--- src/tmr_pkg.sv ---
// package of register map constants and carrier types for the thermal monitor register file
package tmr_pkg;

  localparam logic [7:0] ADDR_COMMON_STATUS = 8'h02;
  localparam logic [7:0] ADDR_CONFIGURATION = 8'h03;
  localparam logic [7:0] ADDR_CONVERSION_RATE = 8'h04;
  localparam logic [7:0] ADDR_CHANNEL_ENABLE = 8'h05;
  localparam logic [7:0] ADDR_FILTER_SETTING = 8'h06;
  localparam logic [7:0] ADDR_DIODE_FAULT = 8'h07;
  localparam logic [7:0] ADDR_THRESH1_STATUS = 8'h08;
  localparam logic [7:0] ADDR_THRESH2_STATUS = 8'h09;
  localparam logic [7:0] ADDR_THRESH3_STATUS = 8'h0a;
  localparam logic [7:0] ADDR_THRESH1_MASK = 8'h0c;
  localparam logic [7:0] ADDR_THRESH2_MASK = 8'h0d;
  localparam logic [7:0] ADDR_THRESH3_MASK = 8'h0e;
  localparam logic [7:0] ADDR_ONE_SHOT = 8'h0f;
  localparam logic [7:0] ADDR_HIGH_BASE = 8'h10;
  localparam logic [7:0] ADDR_LOW_BASE = 8'h20;
  localparam logic [7:0] ADDR_DIODE_MODEL_SEL = 8'h30;
  localparam logic [7:0] ADDR_REMOTE1_OFFSET = 8'h31;
  localparam logic [7:0] ADDR_REMOTE4_OFFSET = 8'h34;
  localparam logic [7:0] ADDR_DIODE_MODEL_STAT = 8'h38;
  localparam logic [7:0] ADDR_LOCAL_CRIT = 8'h40;
  localparam logic [7:0] ADDR_REMOTE1_FIRST = 8'h41;
  localparam logic [7:0] ADDR_REMOTE2_FIRST = 8'h42;
  localparam logic [7:0] ADDR_REMOTE3_LIMIT = 8'h43;
  localparam logic [7:0] ADDR_REMOTE4_LIMIT = 8'h44;
  localparam logic [7:0] ADDR_REMOTE1_SECOND = 8'h49;
  localparam logic [7:0] ADDR_REMOTE2_SECOND = 8'h4a;
  localparam logic [7:0] ADDR_HYSTERESIS = 8'h5a;
  localparam logic [7:0] ADDR_MAKER_CODE = 8'hfe;
  localparam logic [7:0] ADDR_REVISION_CODE = 8'hff;

  // temperature channels: 0 local signed, 1..4 remote signed, 9..12 remote unsigned
  localparam int NUM_CHANNELS = 13;
  localparam logic [7:0] CHAN_INDEX_MASK = 8'h0f;
  localparam logic [15:0] CHAN_VALID = 16'h1e1f;

  localparam logic [7:0] RST_CONFIGURATION = 8'h03;
  localparam logic [7:0] RST_CONVERSION_RATE = 8'h02;
  localparam logic [7:0] RST_CHANNEL_ENABLE = 8'h1f;
  localparam logic [7:0] RST_FILTER_SETTING = 8'h0f;
  localparam logic [7:0] RST_THRESH1_MASK = 8'h19;
  localparam logic [7:0] RST_THRESH2_MASK = 8'h00;
  localparam logic [7:0] RST_THRESH3_MASK = 8'h07;
  localparam logic [7:0] RST_DIODE_MODEL_SEL = 8'h02;
  localparam logic [7:0] RST_OFFSET = 8'h00;
  localparam logic [7:0] RST_LOCAL_CRIT = 8'h55;
  localparam logic [7:0] RST_FIRST_LIMIT = 8'h6e;
  localparam logic [7:0] RST_SINGLE_LIMIT = 8'h55;
  localparam logic [7:0] RST_SECOND_LIMIT = 8'h55;
  localparam logic [7:0] RST_HYSTERESIS = 8'h0a;
  localparam logic [7:0] RST_POINTER = 8'h00;

  // writable bit masks, then read-back masks for the low bytes, threshold status and model status
  localparam logic [7:0] WMASK_CONFIGURATION = 8'h43;
  localparam logic [7:0] WMASK_CONVERSION_RATE = 8'h03;
  localparam logic [7:0] WMASK_CHANNEL_ENABLE = 8'h1f;
  localparam logic [7:0] WMASK_FILTER_SETTING = 8'h0f;
  localparam logic [7:0] WMASK_THRESH_MASK = 8'h1f;
  localparam logic [7:0] WMASK_DIODE_MODEL_SEL = 8'h1e;
  localparam logic [7:0] WMASK_LOCAL_CRIT = 8'h7f;
  localparam logic [7:0] WMASK_HYSTERESIS = 8'h1f;
  localparam logic [7:0] LOW_PLAIN_MASK = 8'he0;
  localparam logic [7:0] LOW_FILTER_MASK = 8'hf8;
  localparam logic [7:0] STATUS5_MASK = 8'h1f;
  localparam logic [7:0] MODEL_STAT_MASK = 8'h1e;

  localparam int CFG_STANDBY_BIT = 6;

  // arbitrary identity values
  localparam logic [7:0] MAKER_CODE_VALUE = 8'h5a;
  localparam logic [7:0] REVISION_CODE_VALUE = 8'h10;

  typedef struct packed {
    logic writeStrobe;
    logic readStrobe;
    logic commandStrobe;
    logic [7:0] data;
  } tmr_bus_req_t;

  typedef struct packed {
    logic [7:0] high;
    logic [7:0] low;
  } tmr_temp_t;

  typedef struct packed {
    logic [7:0] diodeFault;
    logic [7:0] thresh1;
    logic [7:0] thresh2;
    logic [7:0] thresh3;
    logic [7:0] modelStatus;
    logic [7:0] common;
  } tmr_status_t;

endpackage

--- src/tmr_register_file.sv ---
// command-byte addressed register file of the thermal monitor
`timescale 1ns/1ps
module tmr_register_file
  import tmr_pkg::*;
(
  input wire logic clock,
  input wire logic rst_n,
  input wire logic clockEnable,
  input wire tmr_bus_req_t busReq,
  input wire tmr_temp_t tempIn [NUM_CHANNELS],
  input wire tmr_status_t statusIn,
  output logic [7:0] readData,
  output logic oneShotStart,
  output logic standbyMode,
  output logic [7:0] convRate,
  output logic [7:0] channelEnable,
  output logic [7:0] filterSetting,
  output logic [7:0] configuration,
  output logic [7:0] thresh1Mask,
  output logic [7:0] thresh2Mask,
  output logic [7:0] thresh3Mask,
  output logic [7:0] diodeModelSel,
  output logic [31:0] offsets,
  output logic [7:0] localCritLimit,
  output logic [15:0] firstLimits,
  output logic [15:0] singleLimits,
  output logic [15:0] secondLimits,
  output logic [7:0] hysteresis
);

  logic [7:0] pointer_reg;
  logic [7:0] frozenLow_reg [NUM_CHANNELS];
  logic [NUM_CHANNELS-1:0] frozen_reg;
  logic [7:0] offsets_reg [4];
  logic [7:0] readData_next;
  logic [3:0] chanIdx;
  logic isHigh;
  logic isLow;
  logic chanOk;
  logic [7:0] lowMask;
  logic [7:0] liveLow;
  logic [7:0] shownLow;

  // pointer holds across transactions so a bare read reuses it
  always_ff @(posedge clock or negedge rst_n) begin
    if (!rst_n) begin
      pointer_reg <= RST_POINTER;
    end else if (clockEnable && busReq.commandStrobe) begin
      pointer_reg <= busReq.data;
    end
  end

  assign chanIdx = pointer_reg[3:0];
  assign chanOk = CHAN_VALID[chanIdx];
  assign isHigh = ((pointer_reg & ~CHAN_INDEX_MASK) == ADDR_HIGH_BASE) && chanOk;
  assign isLow = ((pointer_reg & ~CHAN_INDEX_MASK) == ADDR_LOW_BASE) && chanOk;

  // filtered remote one and two keep two extra fraction bits
  always_comb begin
    lowMask = LOW_PLAIN_MASK;
    if ((chanIdx == 4'h1 || chanIdx == 4'h9) && filterSetting[1:0] != 2'b00) begin
      lowMask = LOW_FILTER_MASK;
    end
    if ((chanIdx == 4'h2 || chanIdx == 4'ha) && filterSetting[3:2] != 2'b00) begin
      lowMask = LOW_FILTER_MASK;
    end
    liveLow = 8'h00;
    shownLow = 8'h00;
    if (chanOk) begin
      liveLow = tempIn[chanIdx].low & lowMask;
      shownLow = frozen_reg[chanIdx] ? frozenLow_reg[chanIdx] : liveLow;
    end
  end

  // low-byte lock: read of high captures, read of low releases
  always_ff @(posedge clock or negedge rst_n) begin
    if (!rst_n) begin
      frozen_reg <= '0;
      for (int i = 0; i < NUM_CHANNELS; i++) begin
        frozenLow_reg[i] <= 8'h00;
      end
    end else if (clockEnable && busReq.readStrobe) begin
      if (isHigh) begin
        frozen_reg[chanIdx] <= 1'b1;
        frozenLow_reg[chanIdx] <= liveLow;
      end else if (isLow) begin
        frozen_reg[chanIdx] <= 1'b0;
      end
    end
  end

  // writable configuration and limits
  always_ff @(posedge clock or negedge rst_n) begin
    if (!rst_n) begin
      configuration <= RST_CONFIGURATION;
      convRate <= RST_CONVERSION_RATE;
      channelEnable <= RST_CHANNEL_ENABLE;
      filterSetting <= RST_FILTER_SETTING;
      thresh1Mask <= RST_THRESH1_MASK;
      thresh2Mask <= RST_THRESH2_MASK;
      thresh3Mask <= RST_THRESH3_MASK;
      diodeModelSel <= RST_DIODE_MODEL_SEL;
      localCritLimit <= RST_LOCAL_CRIT;
      firstLimits <= {RST_FIRST_LIMIT, RST_FIRST_LIMIT};
      singleLimits <= {RST_SINGLE_LIMIT, RST_SINGLE_LIMIT};
      secondLimits <= {RST_SECOND_LIMIT, RST_SECOND_LIMIT};
      hysteresis <= RST_HYSTERESIS;
      for (int i = 0; i < 4; i++) begin
        offsets_reg[i] <= RST_OFFSET;
      end
    end else if (clockEnable && busReq.writeStrobe) begin
      // read-only and unmapped locations fall through untouched
      if (pointer_reg == ADDR_CONFIGURATION) begin
        configuration <= busReq.data & WMASK_CONFIGURATION;
      end else if (pointer_reg == ADDR_CONVERSION_RATE) begin
        convRate <= busReq.data & WMASK_CONVERSION_RATE;
      end else if (pointer_reg == ADDR_CHANNEL_ENABLE) begin
        channelEnable <= busReq.data & WMASK_CHANNEL_ENABLE;
      end else if (pointer_reg == ADDR_FILTER_SETTING) begin
        filterSetting <= busReq.data & WMASK_FILTER_SETTING;
      end else if (pointer_reg == ADDR_THRESH1_MASK) begin
        thresh1Mask <= busReq.data & WMASK_THRESH_MASK;
      end else if (pointer_reg == ADDR_THRESH2_MASK) begin
        thresh2Mask <= busReq.data & WMASK_THRESH_MASK;
      end else if (pointer_reg == ADDR_THRESH3_MASK) begin
        thresh3Mask <= busReq.data & WMASK_THRESH_MASK;
      end else if (pointer_reg == ADDR_DIODE_MODEL_SEL) begin
        diodeModelSel <= busReq.data & WMASK_DIODE_MODEL_SEL;
      end else if (pointer_reg >= ADDR_REMOTE1_OFFSET && pointer_reg <= ADDR_REMOTE4_OFFSET) begin
        offsets_reg[pointer_reg[1:0] - 2'd1] <= busReq.data;
      end else if (pointer_reg == ADDR_LOCAL_CRIT) begin
        localCritLimit <= busReq.data & WMASK_LOCAL_CRIT;
      end else if (pointer_reg == ADDR_REMOTE1_FIRST) begin
        firstLimits[7:0] <= busReq.data;
      end else if (pointer_reg == ADDR_REMOTE2_FIRST) begin
        firstLimits[15:8] <= busReq.data;
      end else if (pointer_reg == ADDR_REMOTE3_LIMIT) begin
        singleLimits[7:0] <= busReq.data;
      end else if (pointer_reg == ADDR_REMOTE4_LIMIT) begin
        singleLimits[15:8] <= busReq.data;
      end else if (pointer_reg == ADDR_REMOTE1_SECOND) begin
        secondLimits[7:0] <= busReq.data;
      end else if (pointer_reg == ADDR_REMOTE2_SECOND) begin
        secondLimits[15:8] <= busReq.data;
      end else if (pointer_reg == ADDR_HYSTERESIS) begin
        hysteresis <= busReq.data & WMASK_HYSTERESIS;
      end
    end
  end

  always_comb begin
    offsets = {offsets_reg[3], offsets_reg[2], offsets_reg[1], offsets_reg[0]};
  end

  // one-shot is a pulse only; data is dropped, and a running device ignores it
  always_ff @(posedge clock or negedge rst_n) begin
    if (!rst_n) begin
      oneShotStart <= 1'b0;
    end else if (clockEnable) begin
      oneShotStart <= busReq.writeStrobe && pointer_reg == ADDR_ONE_SHOT &&
        configuration[CFG_STANDBY_BIT];
    end
  end

  always_ff @(posedge clock or negedge rst_n) begin
    if (!rst_n) begin
      standbyMode <= 1'b0;
    end else if (clockEnable) begin
      standbyMode <= configuration[CFG_STANDBY_BIT];
    end
  end

  // read mux; unmapped and the one-shot location return zero
  always_comb begin
    readData_next = 8'h00;
    if (isHigh) begin
      readData_next = tempIn[chanIdx].high;
    end else if (isLow) begin
      readData_next = shownLow;
    end else if (pointer_reg == ADDR_COMMON_STATUS) begin
      readData_next = statusIn.common;
    end else if (pointer_reg == ADDR_CONFIGURATION) begin
      readData_next = configuration;
    end else if (pointer_reg == ADDR_CONVERSION_RATE) begin
      readData_next = convRate;
    end else if (pointer_reg == ADDR_CHANNEL_ENABLE) begin
      readData_next = channelEnable;
    end else if (pointer_reg == ADDR_FILTER_SETTING) begin
      readData_next = filterSetting;
    end else if (pointer_reg == ADDR_DIODE_FAULT) begin
      readData_next = statusIn.diodeFault;
    end else if (pointer_reg == ADDR_THRESH1_STATUS) begin
      readData_next = statusIn.thresh1 & STATUS5_MASK;
    end else if (pointer_reg == ADDR_THRESH2_STATUS) begin
      readData_next = statusIn.thresh2 & STATUS5_MASK;
    end else if (pointer_reg == ADDR_THRESH3_STATUS) begin
      readData_next = statusIn.thresh3 & STATUS5_MASK;
    end else if (pointer_reg == ADDR_THRESH1_MASK) begin
      readData_next = thresh1Mask;
    end else if (pointer_reg == ADDR_THRESH2_MASK) begin
      readData_next = thresh2Mask;
    end else if (pointer_reg == ADDR_THRESH3_MASK) begin
      readData_next = thresh3Mask;
    end else if (pointer_reg == ADDR_ONE_SHOT) begin
      readData_next = 8'h00;
    end else if (pointer_reg == ADDR_DIODE_MODEL_SEL) begin
      readData_next = diodeModelSel;
    end else if (pointer_reg >= ADDR_REMOTE1_OFFSET && pointer_reg <= ADDR_REMOTE4_OFFSET) begin
      readData_next = offsets_reg[pointer_reg[1:0] - 2'd1];
    end else if (pointer_reg == ADDR_DIODE_MODEL_STAT) begin
      readData_next = statusIn.modelStatus & MODEL_STAT_MASK;
    end else if (pointer_reg == ADDR_LOCAL_CRIT) begin
      readData_next = localCritLimit;
    end else if (pointer_reg == ADDR_REMOTE1_FIRST) begin
      readData_next = firstLimits[7:0];
    end else if (pointer_reg == ADDR_REMOTE2_FIRST) begin
      readData_next = firstLimits[15:8];
    end else if (pointer_reg == ADDR_REMOTE3_LIMIT) begin
      readData_next = singleLimits[7:0];
    end else if (pointer_reg == ADDR_REMOTE4_LIMIT) begin
      readData_next = singleLimits[15:8];
    end else if (pointer_reg == ADDR_REMOTE1_SECOND) begin
      readData_next = secondLimits[7:0];
    end else if (pointer_reg == ADDR_REMOTE2_SECOND) begin
      readData_next = secondLimits[15:8];
    end else if (pointer_reg == ADDR_HYSTERESIS) begin
      readData_next = hysteresis;
    end else if (pointer_reg == ADDR_MAKER_CODE) begin
      readData_next = MAKER_CODE_VALUE;
    end else if (pointer_reg == ADDR_REVISION_CODE) begin
      readData_next = REVISION_CODE_VALUE;
    end
  end

  // registered so the serial engine can shift it out without glitches
  always_ff @(posedge clock or negedge rst_n) begin
    if (!rst_n) begin
      readData <= 8'h00;
    end else if (clockEnable) begin
      readData <= readData_next;
    end
  end

  a_high_freezes_low: assert property (@(posedge clock) disable iff (!rst_n)
    clockEnable && busReq.readStrobe && isHigh |=> frozen_reg[$past(chanIdx)])
    else $error("high read did not freeze low byte");

  a_low_read_releases: assert property (@(posedge clock) disable iff (!rst_n)
    clockEnable && busReq.readStrobe && isLow |=> !frozen_reg[$past(chanIdx)])
    else $error("low read did not release lock");

  a_recapture_on_high: assert property (@(posedge clock) disable iff (!rst_n)
    clockEnable && busReq.readStrobe && isHigh |=>
      frozenLow_reg[$past(chanIdx)] == $past(liveLow))
    else $error("high read did not recapture low byte");

  a_low_reserved_zero: assert property (@(posedge clock) disable iff (!rst_n)
    clockEnable && isLow && chanIdx == 4'h0 |=> readData[4:0] == 5'h00)
    else $error("local low reserved bits not zero");

  a_crit_bit7_zero: assert property (@(posedge clock) disable iff (!rst_n)
    localCritLimit[7] == 1'b0)
    else $error("local critical limit bit 7 set");

  a_pointer_holds: assert property (@(posedge clock) disable iff (!rst_n)
    clockEnable && busReq.commandStrobe |=> pointer_reg == $past(busReq.data))
    else $error("command byte not latched");

  a_oneshot_reads_zero: assert property (@(posedge clock) disable iff (!rst_n)
    clockEnable && pointer_reg == ADDR_ONE_SHOT |=> readData == 8'h00)
    else $error("one-shot location read nonzero");

  a_oneshot_pulse: assert property (@(posedge clock) disable iff (!rst_n)
    clockEnable && busReq.writeStrobe && pointer_reg == ADDR_ONE_SHOT &&
      configuration[CFG_STANDBY_BIT] |=>
      oneShotStart ##1 (!oneShotStart || $past(busReq.writeStrobe)))
    else $error("one-shot start not pulsed");

  a_readonly_write: assert property (@(posedge clock) disable iff (!rst_n)
    clockEnable && busReq.writeStrobe && pointer_reg == ADDR_DIODE_FAULT |=>
      $stable(configuration) && $stable(localCritLimit) && $stable(firstLimits))
    else $error("read-only write changed a register");

  a_local_high_value: assert property (@(posedge clock) disable iff (!rst_n)
    clockEnable && isHigh && chanIdx == 4'h0 |=> readData == $past(tempIn[0].high))
    else $error("local high byte not shown");

  a_local_low_live: assert property (@(posedge clock) disable iff (!rst_n)
    clockEnable && isLow && chanIdx == 4'h0 && !frozen_reg[0] |=>
      readData[7:5] == $past(tempIn[0].low[7:5]))
    else $error("local fraction bits not shown");

  a_frozen_low_shown: assert property (@(posedge clock) disable iff (!rst_n)
    clockEnable && isLow && frozen_reg[chanIdx] |=> readData == $past(frozenLow_reg[chanIdx]))
    else $error("frozen low byte not shown");

  a_lock_holds: assert property (@(posedge clock) disable iff (!rst_n)
    !(clockEnable && busReq.readStrobe) |=> $stable(frozen_reg))
    else $error("lock changed without a read");

  a_unsigned_low_zero: assert property (@(posedge clock) disable iff (!rst_n)
    clockEnable && isLow && chanIdx == 4'hc |=> readData[4:0] == 5'h00)
    else $error("unsigned low reserved bits not zero");

  a_crit_write: assert property (@(posedge clock) disable iff (!rst_n)
    clockEnable && busReq.writeStrobe && pointer_reg == ADDR_LOCAL_CRIT |=>
      localCritLimit == ($past(busReq.data) & WMASK_LOCAL_CRIT))
    else $error("local critical limit not written");

  a_first_limit_one: assert property (@(posedge clock) disable iff (!rst_n)
    clockEnable && busReq.writeStrobe && pointer_reg == ADDR_REMOTE1_FIRST |=>
      firstLimits[7:0] == $past(busReq.data))
    else $error("remote one first limit not written");

  a_first_limit_two: assert property (@(posedge clock) disable iff (!rst_n)
    clockEnable && busReq.writeStrobe && pointer_reg == ADDR_REMOTE2_FIRST |=>
      firstLimits[15:8] == $past(busReq.data))
    else $error("remote two first limit not written");

  a_second_limit_one: assert property (@(posedge clock) disable iff (!rst_n)
    clockEnable && busReq.writeStrobe && pointer_reg == ADDR_REMOTE1_SECOND |=>
      secondLimits[7:0] == $past(busReq.data))
    else $error("remote one second limit not written");

  a_second_limit_two: assert property (@(posedge clock) disable iff (!rst_n)
    clockEnable && busReq.writeStrobe && pointer_reg == ADDR_REMOTE2_SECOND |=>
      secondLimits[15:8] == $past(busReq.data))
    else $error("remote two second limit not written");

  a_single_limit_three: assert property (@(posedge clock) disable iff (!rst_n)
    clockEnable && busReq.writeStrobe && pointer_reg == ADDR_REMOTE3_LIMIT |=>
      singleLimits[7:0] == $past(busReq.data))
    else $error("remote three limit not written");

  a_single_limit_four: assert property (@(posedge clock) disable iff (!rst_n)
    clockEnable && busReq.writeStrobe && pointer_reg == ADDR_REMOTE4_LIMIT |=>
      singleLimits[15:8] == $past(busReq.data))
    else $error("remote four limit not written");

  a_fault_flags_read: assert property (@(posedge clock) disable iff (!rst_n)
    clockEnable && pointer_reg == ADDR_DIODE_FAULT |=>
      readData == $past(statusIn.diodeFault))
    else $error("diode fault flags not shown");

  a_pointer_stable: assert property (@(posedge clock) disable iff (!rst_n)
    !(clockEnable && busReq.commandStrobe) |=> $stable(pointer_reg))
    else $error("pointer moved without a command");

  a_oneshot_idle: assert property (@(posedge clock) disable iff (!rst_n)
    clockEnable && !(busReq.writeStrobe && pointer_reg == ADDR_ONE_SHOT) |=>
      !oneShotStart)
    else $error("one-shot start without a trigger write");

  a_oneshot_running: assert property (@(posedge clock) disable iff (!rst_n)
    clockEnable && !configuration[CFG_STANDBY_BIT] |=> !oneShotStart)
    else $error("one-shot start outside standby");

endmodule

--- config.mk ---
export PLATFORM = sky130hd
export DESIGN_NAME = tmr_register_file
export DESIGN_NICKNAME = d
export VERILOG_FILES = /design/src/tmr_pkg.sv /design/src/tmr_register_file.sv
export SDC_FILE = /design/constraint.sdc
export NUM_CORES = 1
export LEC_CHECK = 0
export BUFFER_PORTS_ARGS = -buffer_cell sky130_fd_sc_hd__clkbuf_2
export CAP_MARGIN = 30
export CORE_AREA = 5 5 169 171
export CTS_CLUSTER_SIZE = 14
export DETAILED_ROUTE_END_ITERATION = 12
export DIE_AREA = 0 0 174 176
export HOLD_SLACK_MARGIN = 0.02
export PLACE_DENSITY_LB_ADDON = 0.05
export REMOVE_ABC_BUFFERS = 1
export SETUP_SLACK_MARGIN = 0.02
export SYNTH_ARGS = -nofsm -noshare
export SYNTH_HDL_FRONTEND = slang
export SYNTH_SLANG_ARGS = --single-unit
--- constraint.sdc ---
create_clock -name clock -period 7.59 [get_ports clock]
set_clock_uncertainty 0.05 [all_clocks]
set_input_delay 1.518 -clock clock [delete_from_list [all_inputs] [get_ports clock]]
set_output_delay 1.518 -clock clock [all_outputs]
set_load 0.03 [all_outputs]
# After elaboration in Yosys (flattened, before gate mapping)
# Memories as Yosys holds them, arrays and structs flattened.
# Index checks and enable logic that the tools add are counted.
[word_totals] reg_bits=260 latch_bits=0 ramBits=0 romBits=16 input_bits=270 out_inout_bits=170 elab_cells=193 mem_count=1
[classes] add_sub_neg=1 multipliers=0 div=0 magnitude_cmp=8 n_eq_ne=31 shifts=0 muxes=55 bitwise_logic=22 reduce_logical=37
[memory_table] name="(no name shown)" depth=16 width=1 read_ports=1 rd_clocked_by_memory_dff=0 write_ports=0 line_no="tmr_register_file.sv:54" text="assign chanOk = CHAN_VALID[chanIdx];"
[ops] operator="$mux W8" n=34
[ops] operator="$bwmux W104" n=1
[ops] operator="$bmux W16 S4" n=1
[ops] operator="$eq A8 B7 Y1 const B" n=8
[ops] operator="$eq A8 B4 Y1 const B" n=7
[ops] operator="$bmux W8 S4" n=1
[ops] operator="$bwmux W32" n=1
[ops] operator="$demux W8 S4" n=1
[ops] operator="$eq A8 B3 Y1 const B" n=4
[ops] operator="$mux W16" n=2
[ops] operator="$mux W13" n=2
[ops] operator="$reduce_and A18 Y1" n=1
[ops] operator="$reduce_and A17 Y1" n=1
[ops] operator="$bmux W8 S2" n=1
[ops] operator="$demux W8 S2" n=1
[ops] operator="$eq A8 B2 Y1 const B" n=2
[ops] operator="$eq A8 B6 Y1 const B" n=2
[ops] operator="$eq A8 B8 Y1 const B" n=2
[ops] operator="$not A1 Y1" n=16
[ops] operator="$reduce_and A16 Y1" n=1
[ops] operator="$mux W5" n=3
[ops] operator="$reduce_and A15 Y1" n=1
[ops] operator="$mux W7" n=2
[ops] operator="$reduce_and A14 Y1" n=1
[ops] operator="other kinds (36)" n=58

# Depth between registers and ports, before layout
[logic_depth] ltp_word=29 depth_mapped=19 mapped_depth_nobuf=11

# Worst setup path after synthesis
# No wires, ideal clock.
[synth_path] path_kind="reg-to-reg" start="reg pointer_reg[0]" end="reg frozenLow_reg[69] (netlist bit)" setup_ns=0.125 t_arrival_ns=4.072 required_time_ns=7.415 slack_ns=3.343 stages_incl_launch_ff=17 n_path_buf=7 period_less_slack_ns=4.247 cell_sequence="dfrtp_1 buf_2 buf_4 buf_4 buf_2 buf_4 inv_1 ha_1 clkbuf_1 clkinv_1 ha_1 a21oi_1 nor4_2 nand3_1 clkbuf_1 nor2_1 mux2_2"
[synth_via] elab_chain_len=7 elab_cells_between_ends=16 classes_between="order compare: 2; mux: 8; bitwise: 2; reduce/logical: 3; memory: 1"
[synth_rtl] element="from (decl)" line_no="tmr_register_file.sv:31" text="logic [7:0] pointer_reg;"
[synth_rtl] element="from (signal assigned)" line_no="tmr_register_file.sv:49" text="pointer_reg <= busReq.data;"
[synth_rtl] element="$not A4 Y5 (implied by the code)" line_no="tmr_register_file.sv:70, tmr_register_file.sv:85"
[synth_rtl] element="$bmux W16 S4" line_no="tmr_register_file.sv:70" text="liveLow = tempIn[chanIdx].low & lowMask;"
[synth_rtl] element="$mux W16 (2 in series)"
[synth_rtl] element="$and A8 B8 Y8" line_no="tmr_register_file.sv:70"
[synth_rtl] element="$mux W8" line_no="tmr_register_file.sv:69" text="if (chanOk) begin"
[synth_rtl] element="$bwmux W104" line_no="tmr_register_file.sv:85" text="frozenLow_reg[chanIdx] <= liveLow;"
[synth_rtl] element="to (signal, indexed assignment)" line_no="tmr_register_file.sv:85"
[synth_rtl] element="to (decl)" line_no="tmr_register_file.sv:32" text="logic [7:0] frozenLow_reg [NUM_CHANNELS];"
# Several ways; a longest one is shown, not always the timed one. The select of a mux whose other input is x is not followed.
# A chain may end at the register's enable or synchronous reset.

# Final worst setup path
[layout_path] start="reg pointer_reg[0]" end="reg frozenLow_reg[7] (netlist bit)"
# The elaborated chain is that of the path after synthesis.

==> flow_summary.toml <==
[synth]
ys.flop_type = "dfrtp_1"
synth_area_um2 = 12960
seq_area_frac_synth_pct = 43.16
synth_cell_types = 78
syn-mean-instance-area_um2 = 11.55
synth_edf_count = 0
ys_seq_elements = 221
postSynth.asyncResetShare_pct = 100.0
yosysWarnings = 0
postSynthCellCount = 1122

[routing]
wirelength_um = 49550
drtPass1Iterations = 5
drt_iter0_drc = 1171
wire_per_inst_um = 27.76
vias = 11140
via_per_inst = 6.240
antenna_left = 0
drc = 0

[sta]
hold_violations = 0
max_slew.worst_pin.slew_ps = 1070
post-route-period-util_pct = 64.97
max_slew_margin_pct = 28.49
fin_tns_setup_ps = 0
fmax_mhz = 202.8
drv_slew = 0
worst_slack_ps = 2659
grt_setup_unrepaired = "no"
period_needed_ps = 4931
setup-violations-final = 0

[hold_path]
hold_start = "frozenLow_reg[21]"
worstHoldPathCells = 1
worstHoldEndpoint = "frozenLow_reg[21]"
hold_class = "reg -> reg"

[floorplanning]
core_area_um2 = 26730
ioPinCount = 440
die-area_um2 = 30620
rows = 60
die_h_um = 176
initial_core_util_pct = 48.50
fp.dieW_um = 174

[final_layout]
register_area_um2 = 5599
nFillCells = 2357
largest_register_ffs = 65
multi_input_area_um2 = 6812
drive_gt1_share_pct = 50.52
synthToLayoutAreaGrowth_pct = 19.99
nets = 1699
fin_area_um2 = 15550

[job]
maxCapViolCount = 0

[clocking]
numCtsBuffers = 24
clkLatencyLatePin_ps = 530
cts_sinks = 221
path_clk_slew_ps = 60
ctsHoldBuffers = 0
htree_levels = 1
ctsResizeCount = 0
cts_tree = "built"
cts_max_path_buffers = 3
post-cts-setup-buffers = 0
cts-root-buf = "clkbuf_16"

[placement]
portBuffers = 342
dpl_cell_area_um2 = 14770
preCtsSetupSlack_ps = 2749
gp_congestion = 0.9353
dpl.hpwl_um = 36520

[global_route]
grt_pass1_wl_um = 73220
grt_pass1_vias = 11330
antenna_found_initial = 5
grt.total_usage_pct = 31.25
grt_overflow = 0
grt_max_degree = 127

[setup_path]
critPathKind = "reg -> reg"
r2r_end = "frozenLow_reg[7]"
cp.required_ps = 7950
crit_top_cell = "ha_1"
max_stage_delay_ps = 680
r2r_start = "pointer_reg[0]"
rr_worst_depth = 10
cp_slowest_cell = "dfrtp_4"
path_delay_family = "simple AND/OR/NAND/NOR gates"
worstPathMaxFanout = 25
cp.arrival_ps = 5290
path_buf_inv = 3
cp-end-kind = "register"
crit_chain = "inv_1 > ha_1 > buf_4 > clkinv_1 > ha_1 > a21oi_1 > nor4_2 > nand3_1 > nor2_1 > mux2_2"
start_kind = "register"
timing.reg2reg.setup_slack_ps = 2660

[pwr]
ir_drop_mv = 0.1400
leakage_nw = 7.298
p_per_area_nw_per_um2 = 224.8

[run_status]
status = "finished, final reports clean"
-- cell usage in the layout, fill, tap and decap left out, types with 19 or more instances in the layout --
cell type | synthesis | routed
a21oi_1 | 35 | 35
buf_4 | 40 | 19
clkbuf_16 | 0 | 25
clkbuf_2 | 0 | 341
conb_1 | 1 | 35
dfrtp_1 | 170 | 168
dfstp_2 | 51 | 51
mux2_2 | 183 | 183
mux4_2 | 57 | 57
nand2_1 | 74 | 74
nor2_1 | 58 | 57
nor3_1 | 19 | 19
o21ai_0 | 56 | 56
o22ai_1 | 23 | 23
-- how the worst max path moves through the flow --
stage                        start                end  slack, ps  cells past startpoint
floorplan           pointer_reg[0]   secondLimits[11]       1880                      8
global placement    pointer_reg[0]   frozenLow_reg[7]       2780                     10
detailed placement  pointer_reg[0]  frozenLow_reg[19]       2750                     10
CTS                 pointer_reg[0]  frozenLow_reg[19]       2750                     10
global route        pointer_reg[0]  frozenLow_reg[23]       2520                     10
finish              pointer_reg[0]   frozenLow_reg[7]       2660                     10
-- layout make-up --
class	instances	share of cell area (%)
multi-input cells	800	43.80
repair buffers	362	12.11
clock inverters	7	0.2655
clock buffers	37	4.698
well taps	341	2.743
inverters	14	0.3379
flip-flops and latches	221	36.00
diodes	3	0.04827
-- power by group --
group | leakage (nW) | switching [W] | internal [W] | total [W]
clock | 0.382 | 0.000495 | 0.000662 | 0.00116
combinational | 4.07 | 0.000625 | 0.000339 | 0.000964
sequential | 2.85 | 0.0000958 | 0.00128 | 0.00137
total | 7.30 | 0.00122 | 0.00228 | 0.00350
-- cells by family (layout without fill, tap and decap cells) --
| logic type | after synthesis | in the layout | synth area share [%] |
|---|---|---|---|
| AO/OA/AOI/OAI | 236 | 236 | 12.36 |
| AND/OR/NAND/NOR | 258 | 258 | 10.36 |
| flip-flops | 221 | 221 | 43.16 |
| adder cells (fa/ha/maj) | 6 | 6 | 0.5792 |
| buffers and inverters | 135 | 420 | 5.454 |
| other | 1 | 38 | 0.02893 |
| multiplexers | 265 | 265 | 28.06 |
-- stage by stage --
| step | utilization [%] | hold WS [ps] | cells | power (W) |
|---|---|---|---|---|
| after floorplan | - | 408.6 | 1035 | 0.001952 |
| after global placement | 55.25 | 426.8 | 1737 | 0.002335 |
| after detailed placement | 55.28 | 429.3 | 1738 | 0.002346 |
| after CTS | 58.16 | 449.7 | 1782 | 0.003500 |
| after global routing | 58.19 | 452.0 | 1785 | 0.003624 |
| final | 58.19 | 451.1 | 1785 | 0.003497 |
-- cells in the mapped netlist (5+ instances only) --
cell type	instances	share of area [%]
a221oi_1	18	1.2
nand2b_1	9	0.43
mux2_2	183	16
nor2_1	58	1.7
buf_1	10	0.29
o211ai_1	9	0.52
nor3_1	19	0.73
ha_1	6	0.58
dfstp_2	51	10
o32ai_1	5	0.34
or3_1	7	0.34
mux2_4	8	0.93
mux2i_1	15	1.2
a21oi_1	35	1.4
buf_4	40	2.3
dfrtp_1	170	33
clkbuf_1	51	1.5
o22ai_1	23	1.1
a22o_1	5	0.34
nand3_1	18	0.70
buf_2	16	0.62
a211oi_1	14	0.81
o221ai_1	10	0.68
a22oi_1	10	0.58
a31oi_1	14	0.68
nand4_1	6	0.29
nand2_1	74	2.1
nor2b_1	15	0.72
inv_1	12	0.35
nand3b_1	8	0.46
mux4_2	57	9.9
o21ai_0	56	2.2
-- layer usage --
metal	wire (um)	global-route usage [%]	part of all wire (%)	vias up
li1	-	-	-	4803
met1	20510	43.16	41	5637
met2	23060	49.99	47	606
met3	4455	6.938	9.0	92
met4	1520	9.106	3.1	0
met5	0	0	0	-
Note: power is estimated with default switching activity, not from simulation.
